--- src/fmirq_pkg.sv ---
// Constants, modes and carriers for the fault monitor and interrupt block.
// Assumes a 10 MHz system clock and a device mode machine that reports its mode.
//
// How it works
// - Long TXD low disables LIN, sets bit 2.
// - HS overtemp: output off, all HS flags set.
// - HS stays off until clear and control write.
// - LS overtemp switches off both low sides.
// - LS thermal shutdown sets all LS flags.
// - LS stays off until clear and control write.
// - LS current limit keeps output, flags bit 0/2.
// - Normal Request timeout issues a host reset.
// - Watchdog expiry or early clear resets host.
// - Floating watchdog pin sets error bit 2.
// - Reset mode, VDD low, no VS low: sleep.
// - Interrupts only in Normal, Request, Stop.
// - Unmasked fault: IRQ low, load source code.
// - Regulator overtemp: shut down, reset, then sleep.
// - Regulator prewarning flag follows condition, bit 1.
// - LIN overtemp: driver off, flag bit 1.
// - High voltage shutdown only when enable bit set.
package fmirq_pkg;

  // ----------------------------------------------------------------
  // Timing
  // ----------------------------------------------------------------
  localparam int unsigned CLK_HZ = 10_000_000;
  localparam int unsigned TRANSMIT_DOMINANT_FLAG_TIME_MS = 1000;
  localparam int unsigned TRANSMIT_DOMINANT_FLAG_CYCLES = TRANSMIT_DOMINANT_FLAG_TIME_MS * (CLK_HZ / 1000);
  localparam int unsigned NREQ_TIME_MS = 150;
  localparam int unsigned NREQ_CYCLES = NREQ_TIME_MS * (CLK_HZ / 1000);
  localparam int unsigned SYNC_STAGES = 2;

  // ----------------------------------------------------------------
  // Field positions
  // ----------------------------------------------------------------
  localparam int unsigned SUP_BATTERY_FAIL_BIT = 0;
  localparam int unsigned SUP_REG_OVERTEMP_BIT = 1;
  localparam int unsigned SUP_UNDERVOLT_BIT = 2;
  localparam int unsigned SUP_OVERVOLT_BIT = 3;
  localparam int unsigned LIN_OVERTEMP_BIT = 1;
  localparam int unsigned LIN_TX_DOMINANT_BIT = 2;
  localparam int unsigned LIN_RX_SHORT_BIT = 3;
  localparam int unsigned HS_CURRENT_LIMIT_BIT = 0;
  localparam int unsigned HS_OPEN_LOAD_BIT = 1;
  localparam int unsigned LS1_CURRENT_LIMIT_BIT = 0;
  localparam int unsigned LS1_OPEN_LOAD_BIT = 1;
  localparam int unsigned LS2_CURRENT_LIMIT_BIT = 2;
  localparam int unsigned LS2_OPEN_LOAD_BIT = 3;
  localparam int unsigned WD_ERROR_BIT = 2;

  // ----------------------------------------------------------------
  // Reset values and codes
  // ----------------------------------------------------------------
  localparam logic [3:0] FLAGS_RESET = 4'h0;
  localparam logic [3:0] FLAGS_ALL = 4'hf;
  localparam logic [3:0] SRC_NONE = 4'h0;
  localparam logic [3:0] SRC_HIGH_SIDE = 4'h2;
  localparam logic [3:0] SRC_LOW_SIDE = 4'h3;
  localparam logic [3:0] SRC_TX_DOMINANT = 4'h4;
  localparam logic [3:0] SRC_SUPPLY = 4'h5;

  typedef enum logic [2:0] {
    MODE_RESET = 3'b000,
    MODE_NORMAL_REQUEST = 3'b001,
    MODE_NORMAL = 3'b010,
    MODE_STOP = 3'b011,
    MODE_SLEEP = 3'b100
  } fmirq_mode_e;

  typedef struct packed {
    logic wd_pin_floating;
    logic ls2_limit;
    logic ls1_limit;
    logic ls2_open;
    logic ls1_open;
    logic ls_overtemp;
    logic hs_limit;
    logic hs_open;
    logic hs_overtemp;
    logic lin_overtemp;
    logic rx_short;
    logic reg_overtemp;
    logic reg_prewarn;
    logic vdd_undervolt;
    logic battery_fail;
    logic supply_undervolt;
    logic supply_overvolt;
  } fmirq_fault_s;

  typedef struct packed {
    logic hs;
    logic ls;
    logic tx_dominant;
    logic supply;
  } fmirq_mask_s;

  typedef struct packed {
    logic [3:0] supply_status;
    logic [3:0] lin_status;
    logic [3:0] high_side_status;
    logic [3:0] low_side_status;
    logic [3:0] watchdog_status;
  } fmirq_status_s;

endpackage

--- src/fmirq_monitor.sv ---
// Fault supervision: status flags, shutdowns, host resets and the fault interrupt.
// Assumes the serial register interface reads the status and source outputs and
// strobes the control writes and the interrupt acknowledge for one cycle each.
`timescale 1ns/1ps
module fmirq_monitor #(
  parameter int unsigned TRANSMIT_DOMINANT_FLAG_CYCLES = fmirq_pkg::TRANSMIT_DOMINANT_FLAG_CYCLES,
  parameter int unsigned NREQ_CYCLES = fmirq_pkg::NREQ_CYCLES
) (
  // Clock and reset
  input wire logic sys_clk,
  input wire logic rst_b,
  // Device state and pins
  input wire fmirq_pkg::fmirq_mode_e mode,
  input wire logic txd,
  input wire fmirq_pkg::fmirq_fault_s fault_raw,
  // Watchdog engine events
  input wire logic wd_expired,
  input wire logic wd_clear_closed,
  // Host writes and configuration
  input wire logic high_side_control_write,
  input wire logic low_side_control_write,
  input wire logic high_voltage_shutdown_enable,
  input wire fmirq_pkg::fmirq_mask_s irq_mask,
  input wire logic irq_ack,
  // Status and interrupt
  output fmirq_pkg::fmirq_status_s status,
  output logic [3:0] interrupt_source,
  output logic irq_b,
  // Actions
  output logic lin_tx_enable,
  output logic high_side_enable,
  output logic low_side_enable,
  output logic regulator_enable,
  output logic host_reset_req,
  output logic go_sleep
);

  // ----------------------------------------------------------------
  // Synchronised faults and mode decode
  // ----------------------------------------------------------------
  fmirq_pkg::fmirq_fault_s flt;
  fmirq_pkg::fmirq_fault_s flt_prev;
  logic transmit_dominant_flag_expired;
  logic nreq_expired;
  logic in_run_mode;
  logic in_low_power;
  logic irq_allowed;
  logic hv_shutdown;

  fmirq_sync #(
    .WIDTH($bits(fmirq_pkg::fmirq_fault_s))
  ) u_sync (
    .sys_clk(sys_clk),
    .rst_b(rst_b),
    .async_in(fault_raw),
    .sync_out(flt)
  );

  assign in_run_mode = (mode == fmirq_pkg::MODE_NORMAL) || (mode == fmirq_pkg::MODE_NORMAL_REQUEST);
  assign in_low_power = (mode == fmirq_pkg::MODE_STOP) || (mode == fmirq_pkg::MODE_SLEEP);
  assign irq_allowed = in_run_mode || (mode == fmirq_pkg::MODE_STOP);
  assign hv_shutdown = flt.supply_overvolt && high_voltage_shutdown_enable
                       && (mode == fmirq_pkg::MODE_NORMAL);

  // ----------------------------------------------------------------
  // Timers
  // ----------------------------------------------------------------
  // The dominant timer only runs while the transmitter is still on, so a
  // latched shutdown cannot re-fire until TXD has gone high again.
  fmirq_timer #(
    .LIMIT(TRANSMIT_DOMINANT_FLAG_CYCLES)
  ) u_transmit_dominant_flag (
    .sys_clk(sys_clk),
    .rst_b(rst_b),
    .run(in_run_mode && !txd && lin_tx_enable),
    .expired(transmit_dominant_flag_expired)
  );

  fmirq_timer #(
    .LIMIT(NREQ_CYCLES)
  ) u_nreq (
    .sys_clk(sys_clk),
    .rst_b(rst_b),
    .run(mode == fmirq_pkg::MODE_NORMAL_REQUEST),
    .expired(nreq_expired)
  );

  // ----------------------------------------------------------------
  // Shutdown latches
  // ----------------------------------------------------------------
  logic hs_thermal_off;
  logic ls_thermal_off;
  logic hs_hv_off;
  logic ls_hv_off;
  logic tx_dominant_off;
  logic reg_shut;
  logic next_hs_thermal_off;
  logic next_ls_thermal_off;
  logic next_hs_hv_off;
  logic next_ls_hv_off;
  logic next_tx_dominant_off;
  logic next_reg_shut;

  always_comb begin
    next_hs_thermal_off = hs_thermal_off;
    next_ls_thermal_off = ls_thermal_off;
    next_hs_hv_off = hs_hv_off;
    next_ls_hv_off = ls_hv_off;
    next_tx_dominant_off = tx_dominant_off;
    next_reg_shut = reg_shut;
    if (flt.hs_overtemp) begin
      next_hs_thermal_off = 1'b1;
    end else if (high_side_control_write) begin
      next_hs_thermal_off = 1'b0;
    end
    if (flt.ls_overtemp) begin
      next_ls_thermal_off = 1'b1;
    end else if (low_side_control_write) begin
      next_ls_thermal_off = 1'b0;
    end
    if (hv_shutdown) begin
      next_hs_hv_off = 1'b1;
      next_ls_hv_off = 1'b1;
    end else begin
      if (high_side_control_write && !flt.supply_overvolt) begin
        next_hs_hv_off = 1'b0;
      end
      if (low_side_control_write && !flt.supply_overvolt) begin
        next_ls_hv_off = 1'b0;
      end
    end
    if (transmit_dominant_flag_expired) begin
      next_tx_dominant_off = 1'b1;
    end else if (txd) begin
      next_tx_dominant_off = 1'b0;
    end
    // The regulator stays down until the mode machine has reached Sleep.
    if (flt.reg_overtemp && !in_low_power) begin
      next_reg_shut = 1'b1;
    end else if (mode == fmirq_pkg::MODE_SLEEP) begin
      next_reg_shut = 1'b0;
    end
  end

  always_ff @(posedge sys_clk or negedge rst_b) begin
    if (!rst_b) begin
      hs_thermal_off <= 1'b0;
      ls_thermal_off <= 1'b0;
      hs_hv_off <= 1'b0;
      ls_hv_off <= 1'b0;
      tx_dominant_off <= 1'b0;
      reg_shut <= 1'b0;
    end else begin
      hs_thermal_off <= next_hs_thermal_off;
      ls_thermal_off <= next_ls_thermal_off;
      hs_hv_off <= next_hs_hv_off;
      ls_hv_off <= next_ls_hv_off;
      tx_dominant_off <= next_tx_dominant_off;
      reg_shut <= next_reg_shut;
    end
  end

  // ----------------------------------------------------------------
  // Actions and status flags
  // ----------------------------------------------------------------
  fmirq_pkg::fmirq_status_s next_status;
  logic next_lin_tx_enable;
  logic next_high_side_enable;
  logic next_low_side_enable;
  logic next_regulator_enable;
  logic next_host_reset_req;
  logic next_go_sleep;

  always_comb begin
    next_status = '{default: fmirq_pkg::FLAGS_RESET};
    next_status.supply_status[fmirq_pkg::SUP_BATTERY_FAIL_BIT] = flt.battery_fail;
    next_status.supply_status[fmirq_pkg::SUP_OVERVOLT_BIT] = flt.supply_overvolt && in_run_mode;
    next_status.supply_status[fmirq_pkg::SUP_UNDERVOLT_BIT] = flt.supply_undervolt && in_run_mode;
    next_status.supply_status[fmirq_pkg::SUP_REG_OVERTEMP_BIT] = flt.reg_prewarn && !in_low_power;
    next_status.lin_status[fmirq_pkg::LIN_RX_SHORT_BIT] = flt.rx_short;
    next_status.lin_status[fmirq_pkg::LIN_TX_DOMINANT_BIT] = next_tx_dominant_off;
    next_status.lin_status[fmirq_pkg::LIN_OVERTEMP_BIT] = flt.lin_overtemp;
    if (next_hs_thermal_off) begin
      next_status.high_side_status = fmirq_pkg::FLAGS_ALL;
    end else begin
      next_status.high_side_status[fmirq_pkg::HS_OPEN_LOAD_BIT] = flt.hs_open && in_run_mode;
      next_status.high_side_status[fmirq_pkg::HS_CURRENT_LIMIT_BIT] = flt.hs_limit && in_run_mode;
    end
    if (next_ls_thermal_off) begin
      next_status.low_side_status = fmirq_pkg::FLAGS_ALL;
    end else begin
      next_status.low_side_status[fmirq_pkg::LS1_OPEN_LOAD_BIT] = flt.ls1_open && in_run_mode;
      next_status.low_side_status[fmirq_pkg::LS2_OPEN_LOAD_BIT] = flt.ls2_open && in_run_mode;
      next_status.low_side_status[fmirq_pkg::LS1_CURRENT_LIMIT_BIT] = flt.ls1_limit && in_run_mode;
      next_status.low_side_status[fmirq_pkg::LS2_CURRENT_LIMIT_BIT] = flt.ls2_limit && in_run_mode;
    end
    next_status.watchdog_status[fmirq_pkg::WD_ERROR_BIT] = flt.wd_pin_floating;

    // Current limiting never switches a driver off; latches, LIN overtemp, RX short and low-power modes do.
    next_high_side_enable = !next_hs_thermal_off && !next_hs_hv_off;
    next_low_side_enable = !next_ls_thermal_off && !next_ls_hv_off && !in_low_power;
    next_lin_tx_enable = !next_tx_dominant_off && !flt.lin_overtemp && !flt.rx_short;
    next_regulator_enable = !next_reg_shut;

    next_host_reset_req = 1'b0;
    if (nreq_expired) begin
      next_host_reset_req = 1'b1;
    end
    if ((mode == fmirq_pkg::MODE_NORMAL) && (wd_expired || wd_clear_closed)) begin
      next_host_reset_req = 1'b1;
    end
    if (flt.reg_overtemp && !in_low_power && !reg_shut) begin
      next_host_reset_req = 1'b1;
    end

    next_go_sleep = 1'b0;
    if ((mode == fmirq_pkg::MODE_RESET) && flt.vdd_undervolt && !flt.supply_undervolt) begin
      next_go_sleep = 1'b1;
    end
    if (reg_shut && (mode == fmirq_pkg::MODE_RESET)) begin
      next_go_sleep = 1'b1;
    end
  end

  always_ff @(posedge sys_clk or negedge rst_b) begin
    if (!rst_b) begin
      status <= '{default: fmirq_pkg::FLAGS_RESET};
      lin_tx_enable <= 1'b1;
      high_side_enable <= 1'b1;
      low_side_enable <= 1'b1;
      regulator_enable <= 1'b1;
      host_reset_req <= 1'b0;
      go_sleep <= 1'b0;
    end else begin
      status <= next_status;
      lin_tx_enable <= next_lin_tx_enable;
      high_side_enable <= next_high_side_enable;
      low_side_enable <= next_low_side_enable;
      regulator_enable <= next_regulator_enable;
      host_reset_req <= next_host_reset_req;
      go_sleep <= next_go_sleep;
    end
  end

  // ----------------------------------------------------------------
  // Interrupt
  // ----------------------------------------------------------------
  logic ev_hs;
  logic ev_ls;
  logic ev_tx;
  logic ev_supply;
  logic transmit_dominant_flag_prev;
  logic [3:0] next_interrupt_source;
  logic next_irq_b;

  // Events are rising edges of the synchronised faults and of the TX dominant latch, so a lingering
  // condition interrupts once rather than on every acknowledge.
  assign ev_hs = flt.hs_overtemp && !flt_prev.hs_overtemp && !irq_mask.hs;
  assign ev_ls = flt.ls_overtemp && !flt_prev.ls_overtemp && !irq_mask.ls;
  assign ev_tx = next_tx_dominant_off && !transmit_dominant_flag_prev && !irq_mask.tx_dominant;
  assign ev_supply = ((flt.supply_overvolt && !flt_prev.supply_overvolt)
                      || (flt.supply_undervolt && !flt_prev.supply_undervolt))
                     && !irq_mask.supply && in_run_mode;

  always_comb begin
    next_interrupt_source = interrupt_source;
    next_irq_b = irq_b;
    if (irq_ack) begin
      next_interrupt_source = fmirq_pkg::SRC_NONE;
      next_irq_b = 1'b1;
    end
    // A new event in the acknowledge cycle wins over the clear.
    if (irq_allowed && (ev_hs || ev_ls || ev_tx || ev_supply)) begin
      next_irq_b = 1'b0;
      if (ev_hs) begin
        next_interrupt_source = fmirq_pkg::SRC_HIGH_SIDE;
      end else if (ev_ls) begin
        next_interrupt_source = fmirq_pkg::SRC_LOW_SIDE;
      end else if (ev_tx) begin
        next_interrupt_source = fmirq_pkg::SRC_TX_DOMINANT;
      end else begin
        next_interrupt_source = fmirq_pkg::SRC_SUPPLY;
      end
    end
  end

  always_ff @(posedge sys_clk or negedge rst_b) begin
    if (!rst_b) begin
      flt_prev <= '0;
      transmit_dominant_flag_prev <= 1'b0;
      interrupt_source <= fmirq_pkg::SRC_NONE;
      irq_b <= 1'b1;
    end else begin
      flt_prev <= flt;
      transmit_dominant_flag_prev <= next_tx_dominant_off;
      interrupt_source <= next_interrupt_source;
      irq_b <= next_irq_b;
    end
  end

endmodule

--- src/fmirq_sync.sv ---
// Two-stage synchroniser for a bundle of comparator levels.
// Assumes each bit is a slow level; only the second stage is read.
`timescale 1ns/1ps
module fmirq_sync #(
  parameter int unsigned WIDTH = 1
) (
  // Clock and reset
  input wire logic sys_clk,
  input wire logic rst_b,
  // Levels
  input wire logic [WIDTH-1:0] async_in,
  output logic [WIDTH-1:0] sync_out
);

  logic [WIDTH-1:0] stage_one;

  generate
    if (WIDTH < 1 || fmirq_pkg::SYNC_STAGES != 2) begin : g_check
      $error("fmirq_sync needs WIDTH of at least 1.");
    end
  endgenerate

  always_ff @(posedge sys_clk or negedge rst_b) begin
    if (!rst_b) begin
      stage_one <= '0;
      sync_out <= '0;
    end else begin
      stage_one <= async_in;
      sync_out <= stage_one;
    end
  end

endmodule

--- src/fmirq_timer.sv ---
// Run-length timer: pulses once when run has held for LIMIT cycles.
// Assumes run drops to restart; no pulse repeats while run stays high.
`timescale 1ns/1ps
module fmirq_timer #(
  parameter int unsigned LIMIT = 16
) (
  // Clock and reset
  input wire logic sys_clk,
  input wire logic rst_b,
  // Control
  input wire logic run,
  output logic expired
);

  localparam int unsigned CW = $clog2(LIMIT + 1);

  logic [CW-1:0] count;
  logic [CW-1:0] next_count;
  logic next_expired;

  generate
    if (LIMIT < 2) begin : g_check
      $error("fmirq_timer needs LIMIT of at least 2.");
    end
  endgenerate

  always_comb begin
    next_count = count;
    next_expired = 1'b0;
    if (!run) begin
      next_count = '0;
    end else if (count < CW'(LIMIT)) begin
      next_count = count + 1'b1;
      next_expired = (count == CW'(LIMIT - 1));
    end
  end

  always_ff @(posedge sys_clk or negedge rst_b) begin
    if (!rst_b) begin
      count <= '0;
      expired <= 1'b0;
    end else begin
      count <= next_count;
      expired <= next_expired;
    end
  end

endmodule

--- config.mk ---
export PLATFORM = sky130hd
export DESIGN_NAME = fmirq_monitor
export DESIGN_NICKNAME = d
export VERILOG_FILES = /design/src/fmirq_pkg.sv /design/src/fmirq_monitor.sv /design/src/fmirq_sync.sv /design/src/fmirq_timer.sv
export SDC_FILE = /design/constraint.sdc
export NUM_CORES = 1
export LEC_CHECK = 0
export BUFFER_PORTS_ARGS = -buffer_cell sky130_fd_sc_hd__buf_2
export CAP_MARGIN = 0
export CORE_MARGIN = 3
export CORE_UTILIZATION = 35
export CTS_CLUSTER_SIZE = 40
export DETAILED_ROUTE_END_ITERATION = 8
export GPL_TIMING_DRIVEN = 0
export HOLD_SLACK_MARGIN = 0.15
export REMOVE_ABC_BUFFERS = 1
export SETUP_SLACK_MARGIN = 0.1
export SLEW_MARGIN = 10
export SYNTH_ARGS = -nofsm -noshare
export SYNTH_HDL_FRONTEND = slang
export SYNTH_SLANG_ARGS = --single-unit
--- constraint.sdc ---
create_clock -name sys_clk -period 2.3 [get_ports sys_clk]
set_clock_uncertainty 0.1 [all_clocks]
set_input_delay 0.23 -clock sys_clk [delete_from_list [all_inputs] [get_ports sys_clk]]
set_output_delay 0.23 -clock sys_clk [all_outputs]
set_load 0.05 [all_outputs]
# Word level (Yosys, flattened, before mapping)
# Cells that the tools add are included.
dict set report word_totals {
  input_bits 33
  reg_bits 118
  output_inout_bits 31
  elab_cells 145
}
dict set report op_classes {
  n_reduce_logical 69
  n_eq_ne 8
  n_lt_le_gt_ge 2
  addsub 2
  n_mux 35
}
# op n
set op_table {}
lappend op_table {{two-way mux 24 bit} 2}
lappend op_table {{two-way mux 21 bit} 2}
lappend op_table {{logical AND 1 bit} 37}
lappend op_table {{adder 24 x 1 -> 24 bit, second input constant} 1}
lappend op_table {{== test 24 bit, second input constant} 1}
lappend op_table {{< comparator 24 bit, second input constant} 1}
lappend op_table {{two-way mux 1 bit} 24}
lappend op_table {{logical NOT 1 bit} 22}
lappend op_table {{adder 21 x 1 -> 21 bit, second input constant} 1}
lappend op_table {{== test 21 bit, second input constant} 1}
lappend op_table {{< comparator 21 bit, second input constant} 1}
lappend op_table {{two-way mux 4 bit} 3}
lappend op_table {{logical OR 1 bit} 8}
lappend op_table {{== test 3 x 2 -> 1 bit, second input constant} 2}
lappend op_table {{two-way mux 3 bit} 2}
lappend op_table {{two-way mux 2 bit} 2}
lappend op_table {{!= test 2 bit, second input constant} 2}
lappend op_table {{== test 3 x 1 -> 1 bit, second input constant} 1}
lappend op_table {{== test 3 bit, second input constant} 1}
lappend op_table {{logical NOT 3 bit} 1}
lappend op_table {{nonzero test 2 bit} 1}

# Depth between registers and ports, before layout
dict set report depth {
  ltp_word 8
  mapped_depth 8
  ltp_nobuf 6
}

# Modules after synthesis
# Synthesis repeated with hierarchy kept, for this count alone.
dict set report hier_totals {
  cells_unflattened 530
  hier_area_um2 5580.4
}
# mod n_inst area_each_um2 seq_area_each_um2 cells_each
set modules_own_cells {}
lappend modules_own_cells {{fmirq_timer at u_nreq} 1 1875.5 550.5 222}
lappend modules_own_cells {{fmirq_timer at u_transmit_dominant_flag} 1 1452.6 625.6 160}
lappend modules_own_cells {fmirq_monitor 1 1401.3 832.0 114}
lappend modules_own_cells {fmirq_sync 1 850.8 850.8 34}

# Worst setup path after synthesis
# Ideal clock, no wire load.
dict set report synth_path {
  path_kind {register to register}
  from {register u_transmit_dominant_flag.count[9]}
  to {register u_transmit_dominant_flag.count[13]}
  path_stages_with_launch 7
  setup_time_ns 0.078
  required_time_ns 2.122
  arrival_ns 1.961
  path_buffers 1
  path_slack_ns 0.161
  period_less_slack_ns 2.139
  path_cell_list {dfrtp_1 and3_4 a221o_1 a31o_4 buf_6 or4_1 a21oi_1}
}
dict set report synth_via {
  elab_chain_len 3
  word_cells_on_any_way 5
  cone_classes {add/sub: 1; order compare: 1; eq/ne: 1; mux: 2}
}
# element line_no
set synth_lines {}
lappend synth_lines {{start: declaration} fmirq_timer.sv:17} ;# logic [CW-1:0] count;
lappend synth_lines {{start signal: assignment} fmirq_timer.sv:43} ;# count <= next_count;
lappend synth_lines {{adder 24 x 1 -> 24 bit} fmirq_timer.sv:33} ;# next_count = count + 1'b1;
lappend synth_lines {{two-way mux 24 bit} fmirq_timer.sv:32} ;# end else if (count < CW'(LIMIT)) begin
lappend synth_lines {{two-way mux 24 bit} fmirq_timer.sv:30} ;# if (!run) begin
# Parallel ways exist; a longest one is shown, timed or not. The select of a mux whose other input is x is not followed.
# A chain may end at the register's enable or synchronous reset.

# Worst setup path after layout
dict set report layout_path {
  from {register u_transmit_dominant_flag.count[10]}
  to {register u_transmit_dominant_flag.count[9]}
}
dict set report layout_via {
  elab_chain_len 2
}
# element line_no
set layout_lines {}
lappend layout_lines {{< comparator 24 bit} fmirq_timer.sv:32}
lappend layout_lines {{!= test 2 bit (no source line)} --}
# Every way passes these cells.

==> impl_metrics.toml <==
[outcome]
outcome = "finished, final reports clean"

[global_routing]
grt_antenna_before_repair = 0
grt_pass1_vias = 3709
grt_max_degree = 93
grt-ovfl-total = 0
grt_use_total = 0.151
grt_pass1_wl_um = 18100

[critical_path]
crit_start = "u_transmit_dominant_flag.count[10]$_DFFE_PN0P_"
crit_chain = "and3_4 > a221o_2 > a31o_4 > or4_4 > a21oi_1"
required_ns = 2.51
end_kind = "flop"
max_stage_delay_ns = 0.52
path_delay_family = "compound AO/OA/AOI/OAI gates"
critPathArrivalTime_ns = 2.46
crit_slowest_cell = "or4_4"
crit_path_start_kind = "flop"
r2r-start = "u_transmit_dominant_flag.count[10]$_DFFE_PN0P_"
critPathKind = "reg2reg"
crit_buf_inv = 0
path_max_fanout = 8

[power]
total_power_mw = 4.97
p_clk_frac = 0.504
p_sw_frac = 0.240
power_switching_mw = 1.19
p_seq_frac = 0.424
pwr-share-comb = 0.072
p_int_mw = 3.78
leakage_nw = 2.76
vdd.ir_drop.worst_uv = 490
power_density_mw_per_mm2 = 760

[layout]
regArea_sq_mm = 0.00287
design_area_sq_mm = 0.00654
diodes = 0
n_fill_cell = 1207
synthToLayoutAreaGrowth_pct = 34.0
fin_nets = 583
multi_input_area_sq_mm = 0.00216
layout-drive-gt1-share = 0.287

[hold_path]
min_path_type = "in2reg"
worstHoldStart = "mode[1]"

[yosys]
ys_seq_elements = 114
yosysWarnings = 0
synth_common_cells = "dfrtp_1, nor2_1, a21oi_1"
async_reset_ff_frac = 1.00
synthFlopType = "dfrtp_1"
netlist_area_sq_mm = 0.00488
yosysTopAreaCellShare = 0.559
yosysTopAreaCell = "dfrtp_1"
synth_edf_count = 0
syn_avg_cell_area_sq_um = 10.9
synth.area.top_cells = "dfrtp_1, a21oi_1, dfstp_2, nor2_1, o31ai_1"
ys_types = 56
synth_most_common_cell = "dfrtp_1"
ys_seq_area_frac = 0.585
syn_inst = 450

[run]
maxCapViolCount = 0

[placement]
dp_hpwl_um = 7050
port_buffers = 58
placed_cell_area_sq_mm = 0.00530
place_ws_ns = -0.264
place.gp.congestion = 0.810

[floorplanning]
die_w_um = 124
ioPinCount = 64
rows = 42
start_util = 0.363
fp.dieH_um = 124
core_sq_mm = 0.0135
die_area_sq_mm = 0.0154

[sta]
finalSetupViolations = 0
hold_viol = 0
tightest_slew_ns = 0.924
min_period_ns = 2.25
max-slew-margin-rel = 0.382
layout_setup_ws_ns = 0.0480
drv_slew = 0
rsz0062_at_grt = "true"
fin_crit_sh = 0.979
fmax_mhz = 444

[clock_tree]
clk_latency_ns = 0.41
cts.sinks = 114
cts-buffers-inserted = 17
htree_levels = 4
cts.clk_slew.worst_paths_ns = 0.05
clock-root-buffer = "clkbuf_16"
cts_tree = "yes"
clockBufferDepth = 2

[drt]
drtIter0Drc = 330
drcViolationCount = 0
drt-total-wl_um = 11900
vias_per_cell = 5.47
route.antenna.remaining_nets = 0
wl_per_cell_um = 16.2
vias = 4033
first_pass_iters = 5
==> sequential cells by signal, summed over array words and instances (netlist names), 3 cells and up <==
register                        cells
u_nreq.count                       21
u_sync.sync_out                    17
flt_prev                            4
u_transmit_dominant_flag.count     24
interrupt_source                    3
u_sync.stage_one                   17
status                             15
==> timing repair <==
| action | CTS | global route |
|---|---|---|
| hold buffers | 28 | 0 |
| setup endpoints to repair | 31 | 31 |
| endpoints found under the hold margin | 143 | 0 |
| cloned | 4 | 3 |
| gates resized for setup | 11 | 46 |
| pin swaps | 1 | 23 |
| buffers inserted | 2 | 7 |
==> stage by stage <==
stage / instances / hold WS, ns / util / TNS, ns
after floorplan: 426 / -0.166 / - / 0
after global placement: 660 / 0.235 / 0.391 / -49.75
after detailed placement: 661 / -0.00383 / 0.394 / -4.40
after CTS: 727 / 0.151 / 0.466 / 0
after global routing: 737 / 0.179 / 0.486 / -0.00723
final: 737 / 0.179 / 0.486 / 0
==> worst min-delay path: cells and delay by family <==
kind                   cells  cell delay (ns)
buffers and inverters      1             0.17
XOR/XNOR                   1             0.18
AND/OR/NAND/NOR            1             0.06
==> cells by family (layout without fill, tap and decap cells) <==
group,count (synthesis),after routing,synth area share
buffers and inverters,44,144,0.0428
XOR/XNOR,11,11,0.0197
AO/OA/AOI/OAI,100,104,0.139
multiplexers,8,8,0.0167
AND/OR/NAND/NOR,170,173,0.190
flip-flops,114,114,0.585
other,1,5,0.000768
adder cells (fa/ha/maj),2,2,0.00512
==> placed cells by master, fill, tap and decap left out, types with 5 or more instances in the layout <==
master	netlist	final
dlygate4sd3_1	0	28
or4_4	0	6
dfstp_2	5	5
mux2i_1	7	7
o21ai_0	6	6
a21o_1	9	9
o31ai_1	16	8
buf_4	8	9
nand2b_1	6	6
buf_2	5	57
and3_1	6	6
a21oi_1	33	29
dfrtp_1	109	104
or4_1	15	9
nand3_1	20	20
dfrtp_2	0	5
nand2_1	24	24
nor2_1	35	34
nor3_1	11	10
inv_1	16	16
nand4_1	16	16
o31ai_2	0	6
or2_4	0	5
clkbuf_16	0	17
conb_1	1	5
xnor2_1	10	10
a31o_4	1	5
==> final timing paths <==
kind	end	slack [ns]	depth (start not counted)
min in group asynchronous	regulator_enable$_DFF_PN1_	0.26	2
max in group asynchronous	u_nreq.count[17]$_DFFE_PN0P_	0.50	3
max reg2reg	u_transmit_dominant_flag.count[9]$_DFFE_PN0P_	0.05	5
max	u_transmit_dominant_flag.count[9]$_DFFE_PN0P_	0.05	5
min	status[18]$_DFF_PN0_	0.18	3
min reg2reg	status[2]$_DFF_PN0_	0.24	0
==> per-layer routing <==
layer | track usage | wire (um) | share of wire
met1 | 0.199 | 5230 | 0.44
met2 | 0.234 | 5710 | 0.48
met3 | 0.0386 | 758 | 0.063
met4 | 0.0719 | 240 | 0.020
met5 | 0 | 0 | 0
==> power groups by stage <==
stage | sequential (mW) | combinational (mW) | clock (mW)
CTS | 2.11 | 0.362 | 2.57
global placement | 2.14 | 0.313 | 0
finish | 2.11 | 0.358 | 2.51
global route | 2.11 | 0.389 | 2.66
detailed placement | 2.14 | 0.324 | 0
floorplan | 2.25 | 0.0773 | 0
==> layout make-up <==
class,count,share of cell area
Clock buffer,19,0.0662
Sequential cell,114,0.438
Inverter,16,0.00918
Multi-Input combinational cell,303,0.330
Tap cell,176,0.0337
Clock inverter,13,0.0208
Timing Repair Buffer,96,0.103
No activity file was read; power rests on OpenSTA's default activity.
